File: config.mk
export PLATFORM = sky130hd
export DESIGN_NAME = dac_top
export DESIGN_NICKNAME = d
export VERILOG_FILES = /design/src/verilog/dac_fifo.v /design/src/verilog/dac_top.v
export VERILOG_INCLUDE_DIRS = /design/src /design/src/verilog
export SDC_FILE = /design/constraint.sdc
export NUM_CORES = 1
export LEC_CHECK = 0
export BUFFER_PORTS_ARGS = -buffer_cell sky130_fd_sc_hd__buf_2
export CAP_MARGIN = 20
export CORE_MARGIN = 2
export CORE_UTILIZATION = 35
export CTS_CLUSTER_SIZE = 30
export DETAILED_ROUTE_END_ITERATION = 16
export SYNTH_ARGS = -nofsm -noshare
export SYNTH_HDL_FRONTEND = slang
export SYNTH_HIERARCHICAL = 1
export SYNTH_SLANG_ARGS = --single-unit
File: constraint.sdc
create_clock -name sys_clk_i -period 3.7 [get_ports sys_clk_i]
set_input_delay 0.74 -clock sys_clk_i [delete_from_list [all_inputs] [get_ports sys_clk_i]]
set_output_delay 0.74 -clock sys_clk_i [all_outputs]
set_load 0.01 [all_outputs]
File: src/verilog/dac_defs.vh
// Constants for the dual converter output and mode logic
`ifndef DAC_DEFS_VH
`define DAC_DEFS_VH
`define DAC_WORD_W        8
`define DAC_MSB_W         5
`define DAC_FLASH_W       3
`define DAC_PIPE_DEPTH    4
`define DAC_RECOVERY_CYC  15
`define DAC_CNT_W         4
`define DAC_FIFO_DEPTH    32
`define DAC_FIFO_AW       5
`define DAC_MODE_BOTH_SBY 2'b00
`define DAC_MODE_B_SBY    2'b01
`define DAC_MODE_NORMAL   2'b10
`define DAC_MODE_ALIGN    2'b11
`define DAC_SIGN_FLIP     8'h80
`endif

File: src/verilog/dac_fifo.v
// Synchronous FIFO with valid/ready on both sides
`timescale 1ns/1ns
module dac_fifo #(
  parameter WIDTH = 8,
  parameter DEPTH = 32,
  parameter AW    = 5
) (
  input  wire             sys_clk_i,  // System clock
  input  wire             rst_n_i,    // Async reset, active low
  input  wire [WIDTH-1:0] in_data_i,  // Write data
  input  wire             in_valid_i, // Write request
  output wire             in_ready_o, // Not full
  output wire [WIDTH-1:0] out_data_o, // Head word
  output wire             out_valid_o,// Not empty
  input  wire             out_ready_i // Drain accepts
);
  reg [WIDTH-1:0] mem [0:DEPTH-1];
  reg [AW-1:0]    wr_ptr_r;
  reg [AW-1:0]    rd_ptr_r;
  reg [AW:0]      count_r;
  wire            push;
  wire            pop;

  assign in_ready_o  = (count_r != DEPTH[AW:0]);
  assign out_valid_o = (count_r != {(AW+1){1'b0}});
  assign out_data_o  = mem[rd_ptr_r];
  assign push        = in_valid_i & in_ready_o;
  assign pop         = out_valid_o & out_ready_i;

  always @(posedge sys_clk_i) begin
    if (push) begin
      mem[wr_ptr_r] <= in_data_i;
    end
  end

  always @(posedge sys_clk_i or negedge rst_n_i) begin
    if (!rst_n_i) begin
      wr_ptr_r <= {AW{1'b0}};
      rd_ptr_r <= {AW{1'b0}};
      count_r  <= {(AW+1){1'b0}};
    end else begin
      if (push) begin
        wr_ptr_r <= wr_ptr_r + 1'b1;
      end
      if (pop) begin
        rd_ptr_r <= rd_ptr_r + 1'b1;
      end
      if (push & ~pop) begin
        count_r <= count_r + 1'b1;
      end else if (pop & ~push) begin
        count_r <= count_r - 1'b1;
      end
    end
  end
endmodule

File: src/verilog/dac_top.v
// Output, format and standby logic of a dual 8-bit pipelined sampling converter
`timescale 1ns/1ns
`include "dac_defs.vh"
module dac_top (
  input  wire                   sys_clk_i,         // 20 MHz system clock
  input  wire                   rst_n_i,           // Async reset, active low
  input  wire                   sample_clock_a_i,  // Channel A sample clock pin
  input  wire                   sample_clock_b_i,  // Channel B sample clock pin
  input  wire [`DAC_MSB_W-1:0]  stage_bits_a_i,    // Channel A pipeline MSBs
  input  wire [`DAC_FLASH_W-1:0] flash_bits_a_i,   // Channel A flash bits
  input  wire [`DAC_MSB_W-1:0]  stage_bits_b_i,    // Channel B pipeline MSBs
  input  wire [`DAC_FLASH_W-1:0] flash_bits_b_i,   // Channel B flash bits
  input  wire                   format_select_i,   // High: twos complement
  input  wire                   mode_pin_one_i,    // Mode select, upper bit
  input  wire                   mode_pin_two_i,    // Mode select, lower bit
  output reg  [`DAC_WORD_W-1:0] sample_word_a_o,   // Channel A data
  output reg  [`DAC_WORD_W-1:0] sample_word_a_oe_n_o, // Channel A enables, low drives
  output reg  [`DAC_WORD_W-1:0] sample_word_b_o,   // Channel B data
  output reg  [`DAC_WORD_W-1:0] sample_word_b_oe_n_o, // Channel B enables, low drives
  output reg                    valid_a_o,         // Channel A word past recovery
  output reg                    valid_b_o,         // Channel B word past recovery
  output reg  [`DAC_WORD_W-1:0] stream_data_o,     // Buffered channel A words
  output reg                    stream_valid_o,    // Stream word present
  input  wire                   stream_ready_i,    // Stream sink accepts
  output reg                    overflow_o         // Sticky: word lost, buffer full
);
  localparam W = `DAC_WORD_W;
  localparam D = `DAC_PIPE_DEPTH;

  // Clock, mode and format pins pass two flip-flops; only stage two is read
  reg [1:0]  clk_a_s1_r, clk_a_s2_r;
  reg [1:0]  mode_s1_r,  mode_s2_r;
  reg        fmt_s1_r,   fmt_s2_r;
  reg        clk_a_d_r,  clk_b_d_r;
  wire       rise_a, rise_b;
  wire       sby_a, sby_b, align;
  reg [W-1:0] pipe_a_r [0:D-1];
  reg [W-1:0] pipe_b_r [0:D-1];
  reg [W-1:0] hold_b_r;
  reg [`DAC_CNT_W-1:0] rec_a_r, rec_b_r;
  wire [W-1:0] raw_a, raw_b, fmt_a, fmt_b;
  wire        fifo_in_ready, fifo_out_valid;
  wire [W-1:0] fifo_out_data;
  wire        stream_pop;
  integer     i;

  always @(posedge sys_clk_i or negedge rst_n_i) begin
    if (!rst_n_i) begin
      clk_a_s1_r <= 2'b00;
      clk_a_s2_r <= 2'b00;
      mode_s1_r  <= `DAC_MODE_NORMAL;
      mode_s2_r  <= `DAC_MODE_NORMAL;
      fmt_s1_r   <= 1'b0;
      fmt_s2_r   <= 1'b0;
      clk_a_d_r  <= 1'b0;
      clk_b_d_r  <= 1'b0;
    end else begin
      clk_a_s1_r <= {sample_clock_b_i, sample_clock_a_i};
      clk_a_s2_r <= clk_a_s1_r;
      mode_s1_r  <= {mode_pin_one_i, mode_pin_two_i};
      mode_s2_r  <= mode_s1_r;
      fmt_s1_r   <= format_select_i;
      fmt_s2_r   <= fmt_s1_r;
      clk_a_d_r  <= clk_a_s2_r[0];
      clk_b_d_r  <= clk_a_s2_r[1];
    end
  end

  assign sby_a = (mode_s2_r == `DAC_MODE_BOTH_SBY);
  assign sby_b = sby_a | (mode_s2_r == `DAC_MODE_B_SBY);
  assign align = (mode_s2_r == `DAC_MODE_ALIGN);

  // Clock edges are masked while in standby, as if the clock input floated
  assign rise_a = clk_a_s2_r[0] & ~clk_a_d_r & ~sby_a;
  assign rise_b = clk_a_s2_r[1] & ~clk_b_d_r & ~sby_b;

  // Error-corrected stage bits are concatenated with the flash result
  assign raw_a = {stage_bits_a_i, flash_bits_a_i};
  assign raw_b = {stage_bits_b_i, flash_bits_b_i};

  // Format is applied at the pipeline output so a pin change applies from the next output word
  assign fmt_a = fmt_s2_r ? (pipe_a_r[D-1] ^ `DAC_SIGN_FLIP) : pipe_a_r[D-1];
  assign fmt_b = fmt_s2_r ? (pipe_b_r[D-1] ^ `DAC_SIGN_FLIP) : pipe_b_r[D-1];

  always @(posedge sys_clk_i or negedge rst_n_i) begin
    if (!rst_n_i) begin
      for (i = 0; i < D; i = i + 1) begin
        pipe_a_r[i] <= {W{1'b0}};
        pipe_b_r[i] <= {W{1'b0}};
      end
    end else begin
      if (rise_a) begin
        pipe_a_r[0] <= raw_a;
        for (i = 1; i < D; i = i + 1) begin
          pipe_a_r[i] <= pipe_a_r[i-1];
        end
      end
      if (rise_b) begin
        pipe_b_r[0] <= raw_b;
        for (i = 1; i < D; i = i + 1) begin
          pipe_b_r[i] <= pipe_b_r[i-1];
        end
      end
    end
  end

  // Recovery counters restart while in standby; the word counts as valid after 15 edges
  always @(posedge sys_clk_i or negedge rst_n_i) begin
    if (!rst_n_i) begin
      rec_a_r <= {`DAC_CNT_W{1'b0}};
      rec_b_r <= {`DAC_CNT_W{1'b0}};
    end else begin
      if (sby_a) begin
        rec_a_r <= {`DAC_CNT_W{1'b0}};
      end else if (rise_a && rec_a_r != `DAC_RECOVERY_CYC) begin
        rec_a_r <= rec_a_r + 1'b1;
      end
      if (sby_b) begin
        rec_b_r <= {`DAC_CNT_W{1'b0}};
      end else if (rise_b && rec_b_r != `DAC_RECOVERY_CYC) begin
        rec_b_r <= rec_b_r + 1'b1;
      end
    end
  end

  // Data and valid registers update one system clock after the detected edge; the enables follow the mode every cycle
  always @(posedge sys_clk_i or negedge rst_n_i) begin
    if (!rst_n_i) begin
      sample_word_a_o      <= {W{1'b0}};
      sample_word_b_o      <= {W{1'b0}};
      hold_b_r             <= {W{1'b0}};
      sample_word_a_oe_n_o <= {W{1'b1}};
      sample_word_b_oe_n_o <= {W{1'b1}};
      valid_a_o            <= 1'b0;
      valid_b_o            <= 1'b0;
    end else begin
      sample_word_a_oe_n_o <= {W{sby_a}};
      sample_word_b_oe_n_o <= {W{sby_b}};
      if (rise_a) begin
        sample_word_a_o <= fmt_a;
        valid_a_o       <= (rec_a_r == `DAC_RECOVERY_CYC);
      end
      if (rise_b) begin
        hold_b_r <= fmt_b;
      end
      if (align) begin
        // Channel B word is republished on channel A's rising edge
        if (rise_a) begin
          sample_word_b_o <= hold_b_r;
          valid_b_o       <= (rec_b_r == `DAC_RECOVERY_CYC);
        end
      end else if (rise_b) begin
        sample_word_b_o <= fmt_b;
        valid_b_o       <= (rec_b_r == `DAC_RECOVERY_CYC);
      end
      if (sby_b) begin
        valid_b_o <= 1'b0;
      end
      if (sby_a) begin
        valid_a_o <= 1'b0;
      end
    end
  end

  // Valid channel A words are also queued for a stream consumer that may stall
  dac_fifo #(
    .WIDTH (W),
    .DEPTH (`DAC_FIFO_DEPTH),
    .AW    (`DAC_FIFO_AW)
  ) u_fifo (
    .sys_clk_i   (sys_clk_i),
    .rst_n_i     (rst_n_i),
    .in_data_i   (fmt_a),
    .in_valid_i  (rise_a & (rec_a_r == `DAC_RECOVERY_CYC)),
    .in_ready_o  (fifo_in_ready),
    .out_data_o  (fifo_out_data),
    .out_valid_o (fifo_out_valid),
    .out_ready_i (stream_pop)
  );

  // Registered skid: load when the output slot is empty or being taken
  assign stream_pop = fifo_out_valid & (~stream_valid_o | stream_ready_i);

  always @(posedge sys_clk_i or negedge rst_n_i) begin
    if (!rst_n_i) begin
      stream_data_o  <= {W{1'b0}};
      stream_valid_o <= 1'b0;
      overflow_o     <= 1'b0;
    end else begin
      if (stream_pop) begin
        stream_data_o  <= fifo_out_data;
        stream_valid_o <= 1'b1;
      end else if (stream_ready_i) begin
        stream_valid_o <= 1'b0;
      end
      // The converter cannot stall, so a full buffer drops the word and flags it
      if (rise_a && rec_a_r == `DAC_RECOVERY_CYC && !fifo_in_ready) begin
        overflow_o <= 1'b1;
      end
    end
  end
endmodule

==> flow_metrics.env, run 1 <==
export IMPL_synthesis_nets=906
export IMPL_yosysSeqAreaShare_pct=71.0
export IMPL_synth_ff_type="edfxtp_1"
export IMPL_pre_cts_ws_ns=0.423
export IMPL_dp_final_hpwl_mm=18.7
export IMPL_cp_end_kind="flop"
export IMPL_grt_overflow=0
export IMPL_cts_root_buf="clkbuf_16"
export IMPL_max_cap_violations=0
export IMPL_area_delta_synth_final_pct=15.5
export IMPL_cts_tree="built"
export IMPL_synth_largest_area_cell="edfxtp_1"
export IMPL_fin_skew_ns=0.0206
export IMPL_maxSlewViolCount=0
export IMPL_synth_top_family_by_area="multiplexers"
export IMPL_synth_edf_count=256
export IMPL_route_antenna_remaining_nets=0
export IMPL_vdd_drop_max_mv=0.406
export IMPL_synth_seq_cells=394
export IMPL_synth_simple_area_share_pct=3.50
export IMPL_cts_buffer_depth=3
export IMPL_drcViolationCount=0
export IMPL_hp_class="input port to async pin"
export IMPL_grt_pass1_wl_mm=47.8
export IMPL_h_tree_depth=2
export IMPL_routed_wl_mm=30.6
export IMPL_grt_max_degree=77
export IMPL_antennaDiodeCount=0
export IMPL_grt_pass1_vias=8090
export IMPL_rows=77
export IMPL_worst_setup_path_start_kind="flop"
export IMPL_p_per_area_nw_per_um2=599
export IMPL_clk_pin_slew_ns=0.06
export IMPL_tns_ns=0
export IMPL_regArea_um2=11200
export IMPL_ctsHoldBuffers=0
export IMPL_track_usage_pct=13.3
export IMPL_syn_avg_cell_area_um2=18.1
export IMPL_vias_per_cell=4.93
export IMPL_drive_gt1_share_pct=31.2
export IMPL_worstSetupPathType="flop to flop"
export IMPL_syn_inst=868
export IMPL_post_synth_top_count_cell="edfxtp_1"
export IMPL_reg2reg_slack_ns=0.33
export IMPL_post_synth_fa_ha_maj_area_fraction_pct=1.16
export IMPL_final_nets=1004
export IMPL_final_setup_viol_count=0
export IMPL_synth_common_cells="256 x edfxtp_1, 134 x dfrtp_1, 101 x mux2_2"
export IMPL_p_leak_nw=6.54
export IMPL_cts_buffers=40
export IMPL_postCtsSetupBuffers=0
export IMPL_arrival_ns=3.81
export IMPL_die_y_um=216
export IMPL_rsz0062_at_grt="false"
export IMPL_synth_xor_area_share_pct=0.725
export IMPL_n_fill_cell=3994
export IMPL_clock_sinks=394
export IMPL_synth_cell_types=59
export IMPL_finalCritPeriodShare_pct=91.2
export IMPL_final_hold_violation_count=0
export IMPL_multi_input_area_um2=4170
export IMPL_io_buffers=67
export IMPL_r2r_cells=13
export IMPL_first_iter_violations=560
export IMPL_synth_top_area_share_pct=48.9
export IMPL_ios=68
export IMPL_antenna_found_initial=0
export IMPL_r2r_start="u_fifo/count_r[1]$_DFFE_PN0P_"
export IMPL_ys_warn_count=6
export IMPL_finalWorstSetupSlack_ns=0.326
export IMPL_clock_latency_ns=0.54
export IMPL_routedWlPerCell_um=19.3
export IMPL_vias=7821
export IMPL_layout_min_cycle_time_ns=3.37
export IMPL_die_w_um=216
export IMPL_async_reset_ff_share_pct=35.0
export IMPL_initial_core_util_pct=35.5
export IMPL_drt_pass1_iter_count=5
export IMPL_netlist_area_um2=15700
export IMPL_rr_endpoint="u_fifo/count_r[5]$_DFFE_PN0P_"
export IMPL_status="finished clean"
export IMPL_fmax_mhz=296
export IMPL_crit_fanout=7
export IMPL_dp_cells=1511
export IMPL_relSlewSlack_pct=43.0
export IMPL_synth_compound_area_share_pct=3.97
export IMPL_gp_congestion=0.754
export IMPL_muxShareOfSynthArea_pct=17.1
export IMPL_final_cells=1587
export IMPL_worst_pin_slew_ns=0.852
export IMPL_core_area_um2=44200
export IMPL_critPathRequiredTime_ns=4.14
export IMPL_synth_area_leaders="edfxtp_1 49%, dfrtp_1 21%, mux2_2 7.2%, mux4_2 4.0%, mux4_1 3.7%"
export IMPL_dieArea_um2=46600
export IMPL_cts_repair_resized=0
## through the flow
stage | power, mW | hold slack, ns | cell area, µm² | utilization, %
6_report | 10.9 | 0.234 | 18100 | 41.0
3_3_place_gp | 6.96 | 0.334 | 16700 | 37.9
4_1_cts | 10.9 | 0.254 | 18000 | 40.8
5_1_grt | 11.4 | 0.290 | 18100 | 41.0
3_5_place_dp | 7.08 | 0.336 | 16800 | 38.0
2_1_floorplan | 6.45 | 0.331 | 15700 | -
## cell families after synthesis
| group | Yosys count |
|---|---|
| buffers and inverters | 66 |
| xor gates and xnor gates | 13 |
| adders and majority gates | 14 |
| and+or+nand+nor | 106 |
| DFF | 394 |
| muxes | 185 |
| AOI/OAI and AO/OA | 90 |
## report_power, final
part	internal [mW]	switching, mW
clock	2.20	1.60
combinational	0.587	0.606
sequential	5.52	0.358
## layer usage
layer | vias up | part of all wire (%) | GRT usage [%]
met5 | - | 0 | 0
met4 | 0 | 1.5 | 3.68
met3 | 38 | 5.2 | 2.55
met2 | 188 | 47 | 21.1
met1 | 4010 | 46 | 18.8
li1 | 3585 | - | -
## worst max-delay path, cell delays in order (launching register included)
cell and delay [ns]:
dfrtp_1 0.41, or4_4 0.56, or3_1 0.34, nand2_1 0.09, inv_1 0.05, o31a_1 0.20, inv_1 0.10, ha_1 0.25
inv_1 0.17, ha_1 0.37, a211oi_1 0.28, a21oi_1 0.14, o21a_1 0.13, nor3_1 0.19
## layout by cell type, fill, tap and decap left out, types with 4 or more instances in the layout
cell / count
dfrtp_1: 132
o22ai_1: 7
a211oi_1: 15
o221ai_1: 8
xnor2_1: 9
o21ai_0: 12
a22oi_1: 8
a22o_1: 7
nor3_1: 5
clkinv_1: 7
inv_1: 13
edfxtp_1: 256
nand2_1: 14
ha_1: 13
or3_1: 6
nand3b_1: 6
mux4_1: 22
mux2_2: 101
nand2b_1: 4
buf_16: 5
dfstp_2: 4
buf_4: 32
clkbuf_16: 42
nand4_1: 4
mux2i_1: 32
nand3_1: 8
mux4_2: 28
nor2_1: 38
nor2b_1: 5
clkbuf_1: 10
a21oi_1: 20
buf_2: 66
clkbuf_8: 6
## registers in the layout, indices dropped and copies added (netlist names), 4 cells and up
register / count
stream_data_o: 8
pipe_b_r: 32
rec_a_r: 4
sample_word_a_o: 8
pipe_a_r: 32
u_fifo/count_r: 6
rec_b_r: 4
u_fifo/wr_ptr_r: 5
u_fifo/mem: 256
u_fifo/rd_ptr_r: 5
sample_word_b_o: 8
hold_b_r: 8
## how the worst max path moves through the flow
| stage | start | end | cells after the start |
|---|---|---|---|
| after global placement | u_fifo/count_r[1]$_DFFE_PN0P_ | u_fifo/count_r[5]$_DFFE_PN0P_ | 13 |
| after floorplan | u_fifo/count_r[1]$_DFFE_PN0P_ | u_fifo/count_r[5]$_DFFE_PN0P_ | 13 |
| final | u_fifo/count_r[1]$_DFFE_PN0P_ | u_fifo/count_r[5]$_DFFE_PN0P_ | 13 |
| after global routing | u_fifo/count_r[1]$_DFFE_PN0P_ | u_fifo/count_r[5]$_DFFE_PN0P_ | 13 |
| after detailed placement | u_fifo/count_r[1]$_DFFE_PN0P_ | u_fifo/count_r[5]$_DFFE_PN0P_ | 13 |
| after CTS | u_fifo/count_r[1]$_DFFE_PN0P_ | u_fifo/count_r[5]$_DFFE_PN0P_ | 13 |
## area by class of cell
class / instances / share of cell area [%]
Inverter: 14 / 0.290
Multi-Input combinational cell: 408 / 23.0
Clock buffer: 59 / 6.49
Sequential cell: 394 / 61.4
Tap cell: 592 / 4.08
Timing Repair Buffer: 108 / 4.38
Clock inverter: 12 / 0.331
No activity file was read; power rests on OpenSTA's default activity.
==> inputs of run 2 (changes only) <==
--- a/config.mk
+++ b/config.mk
@@ -8,6 +8,7 @@
 export LEC_CHECK = 0
 export BUFFER_PORTS_ARGS = -buffer_cell sky130_fd_sc_hd__buf_2
 export CAP_MARGIN = 20
+export CORE_ASPECT_RATIO = 1.5
 export CORE_MARGIN = 2
 export CORE_UTILIZATION = 35
 export CTS_CLUSTER_SIZE = 30
==> constraint.sdc (replaced) <==
create_clock -name sys_clk_i -period 3.43 [get_ports sys_clk_i]
set_input_delay 0.686 -clock sys_clk_i [delete_from_list [all_inputs] [get_ports sys_clk_i]]
set_output_delay 0.686 -clock sys_clk_i [all_outputs]
set_load 0.01 [all_outputs]
==> run 2 against run 1 <==
Non-clock buffer count is 16 higher. Cell count grew 0.32%. Clock skew up 0.00064 ns. Critical path type unchanged.
==> flow_metrics.env, run 2 (synthesis results as in run 1) <==
export IMPL_route_met3_wl_mm=1.14
export IMPL_reg2reg_slack_ns=0.19
export IMPL_route_met2_wl_mm=15.7
export IMPL_clkPwrFrac_pct=34.9
export IMPL_tns_ns=0
export IMPL_clk_pin_slew_ns=0.06
export IMPL_track_usage_pct=13.0
export IMPL_clock_latency_ns=0.54
export IMPL_grt_pass1_vias=8223
export IMPL_area_delta_synth_final_pct=16.0
export IMPL_relSlewSlack_pct=37.3
export IMPL_r2r_start="u_fifo/count_r[1]$_DFFE_PN0P_"
export IMPL_finalCritPeriodShare_pct=94.5
export IMPL_drt_pass1_iter_count=4
export IMPL_p_switching_mw=2.71
export IMPL_arrival_ns=3.67
export IMPL_worst_pin_slew_ns=0.940
export IMPL_grt_overflow=0
export IMPL_final_setup_viol_count=0
export IMPL_max_cap_violations=0
export IMPL_total_power_mw=11.6
export IMPL_worst_setup_path_start_kind="flop"
export IMPL_die_y_um=263
export IMPL_fin_skew_ns=0.0212
export IMPL_r2r_cells=13
export IMPL_final_nets=1019
export IMPL_crit_chain="or4_4 > or3_1 > nand2_1 > inv_1 > o31a_1 > inv_1 > ha_2 > inv_1 > ha_1 > a211oi_1 > a21oi_1 > o21a_1 > nor3_1"
export IMPL_dieArea_um2=46600
export IMPL_multi_input_area_um2=4180
export IMPL_largest_reg_flops=256
export IMPL_rows=95
export IMPL_final_cell_mix="256 x edfxtp_1, 132 x dfrtp_1, 101 x mux2_2"
export IMPL_core_area_um2=44600
export IMPL_vdd_drop_max_mv=0.423
export IMPL_hp_class="input port to async pin"
export IMPL_cts_root_buf="clkbuf_16"
export IMPL_vias_per_cell=4.92
export IMPL_gp_congestion=0.745
export IMPL_n_fill_cell=4019
export IMPL_die_w_um=177
export IMPL_rsz0062_at_grt="false"
export IMPL_comb_power_share_pct=10.7
export IMPL_ios=68
export IMPL_postCtsSetupBuffers=0
export IMPL_antennaDiodeCount=0
export IMPL_layout_min_cycle_time_ns=3.24
export IMPL_routed_wl_mm=29.6
export IMPL_grt_max_degree=78
export IMPL_clock_sinks=394
export IMPL_power_internal_mw=8.94
export IMPL_timing_hold_ws_ns=0.188
export IMPL_maxSlewViolCount=0
export IMPL_cp_slowest_cell="or4_4"
export IMPL_worstSetupPathType="flop to flop"
export IMPL_cts_buffers=39
export IMPL_cts_repair_resized=0
export IMPL_crit_family="simple AND/OR/NAND/NOR gates"
export IMPL_grt_pass1_wl_mm=46.6
export IMPL_fmax_mhz=309
export IMPL_p_leak_nw=6.60
export IMPL_seq_power_share_pct=54.4
export IMPL_crit_start="u_fifo/count_r[1]$_DFFE_PN0P_"
export IMPL_cts_buffer_depth=3
export IMPL_io_buffers=67
export IMPL_vias=7836
export IMPL_max_stage_delay_ns=0.56
export IMPL_crit_fanout=7
export IMPL_layout_cells_most_common="edfxtp_1"
export IMPL_swShare_pct=23.2
export IMPL_crit_buf_inv=3
export IMPL_dr_max_layer_used="met5"
export IMPL_dp_final_hpwl_mm=19.5
export IMPL_cts_tree="built"
export IMPL_rr_endpoint="u_fifo/count_r[5]$_DFFE_PN0P_"
export IMPL_initial_core_util_pct=35.2
export IMPL_drcViolationCount=0
export IMPL_route_antenna_remaining_nets=0
export IMPL_cp_common_cell="inv_1"
export IMPL_top_register="u_fifo/mem"
export IMPL_crit_cells=13
export IMPL_h_tree_depth=2
export IMPL_final_hold_violation_count=0
export IMPL_critPathRequiredTime_ns=3.86
export IMPL_status="finished clean"
export IMPL_cp_end_kind="flop"
export IMPL_antenna_found_initial=1
export IMPL_regArea_um2=11200
export IMPL_met1_length_mm=11.9
export IMPL_ctsHoldBuffers=0
export IMPL_reg_top3="u_fifo/mem: 256 flops, pipe_a_r: 32 flops, pipe_b_r: 32 flops"
export IMPL_drive_gt1_share_pct=32.5
export IMPL_p_per_area_nw_per_um2=639
export IMPL_first_iter_violations=429
export IMPL_routedWlPerCell_um=18.6
export IMPL_final_util_pct=40.9
run 2: changes by cell type in the layout (fill, tap and decap cells not counted), sizes merged:
| cell | before | now |
|---|---|---|
| bufinv | 0 | 3 |
| clkinv | 11 | 15 |
| clkbuf | 59 | 49 |
| buf | 108 | 124 |
| clkinvlp | 1 | 3 |
run 2: area by class of cell:
class	count	area share, %
Timing Repair Buffer	124	4.86
Clock inverter	21	1.02
Clock buffer	49	5.67
Sequential cell	394	61.2
Inverter	14	0.289
Multi-Input combinational cell	408	22.9
Tap cell	582	4.00
run 2: power groups by stage:
stage,clock (mW),sequential [mW],combinational (mW)
3_3_place_gp,0,6.67,0.779
6_report,4.07,6.33,1.24
4_1_cts,4.19,6.59,0.884
3_5_place_dp,0,6.69,0.882
5_1_grt,4.38,6.41,1.37
2_1_floorplan,0,6.46,0.504
run 2: metal layers:
metal | up-vias | GRT usage, %
met5 | - | 0
met4 | 2 | 4.76
met3 | 42 | 2.50
met2 | 131 | 22.9
met1 | 4059 | 15.6
li1 | 3602 | -
run 2: worst max path at each step:
stage	endpoint	slack, ns
3_3_place_gp	u_fifo/count_r[5]$_DFFE_PN0P_	0.31
2_1_floorplan	u_fifo/count_r[5]$_DFFE_PN0P_	0.34
4_1_cts	u_fifo/count_r[5]$_DFFE_PN0P_	0.12
6_report	u_fifo/count_r[5]$_DFFE_PN0P_	0.19
3_5_place_dp	u_fifo/count_r[5]$_DFFE_PN0P_	0.13
5_1_grt	u_fifo/count_r[5]$_DFFE_PN0P_	0.02
run 2: through the flow:
step           std cells  cell area, µm²  setup WS, ns
2_1_floorplan        868           15700         0.340
3_3_place_gp        1515           16800         0.309
3_5_place_dp        1516           16900         0.134
4_1_cts             1586           18100         0.124
5_1_grt             1592           18200        0.0169
6_report            1592           18200         0.190
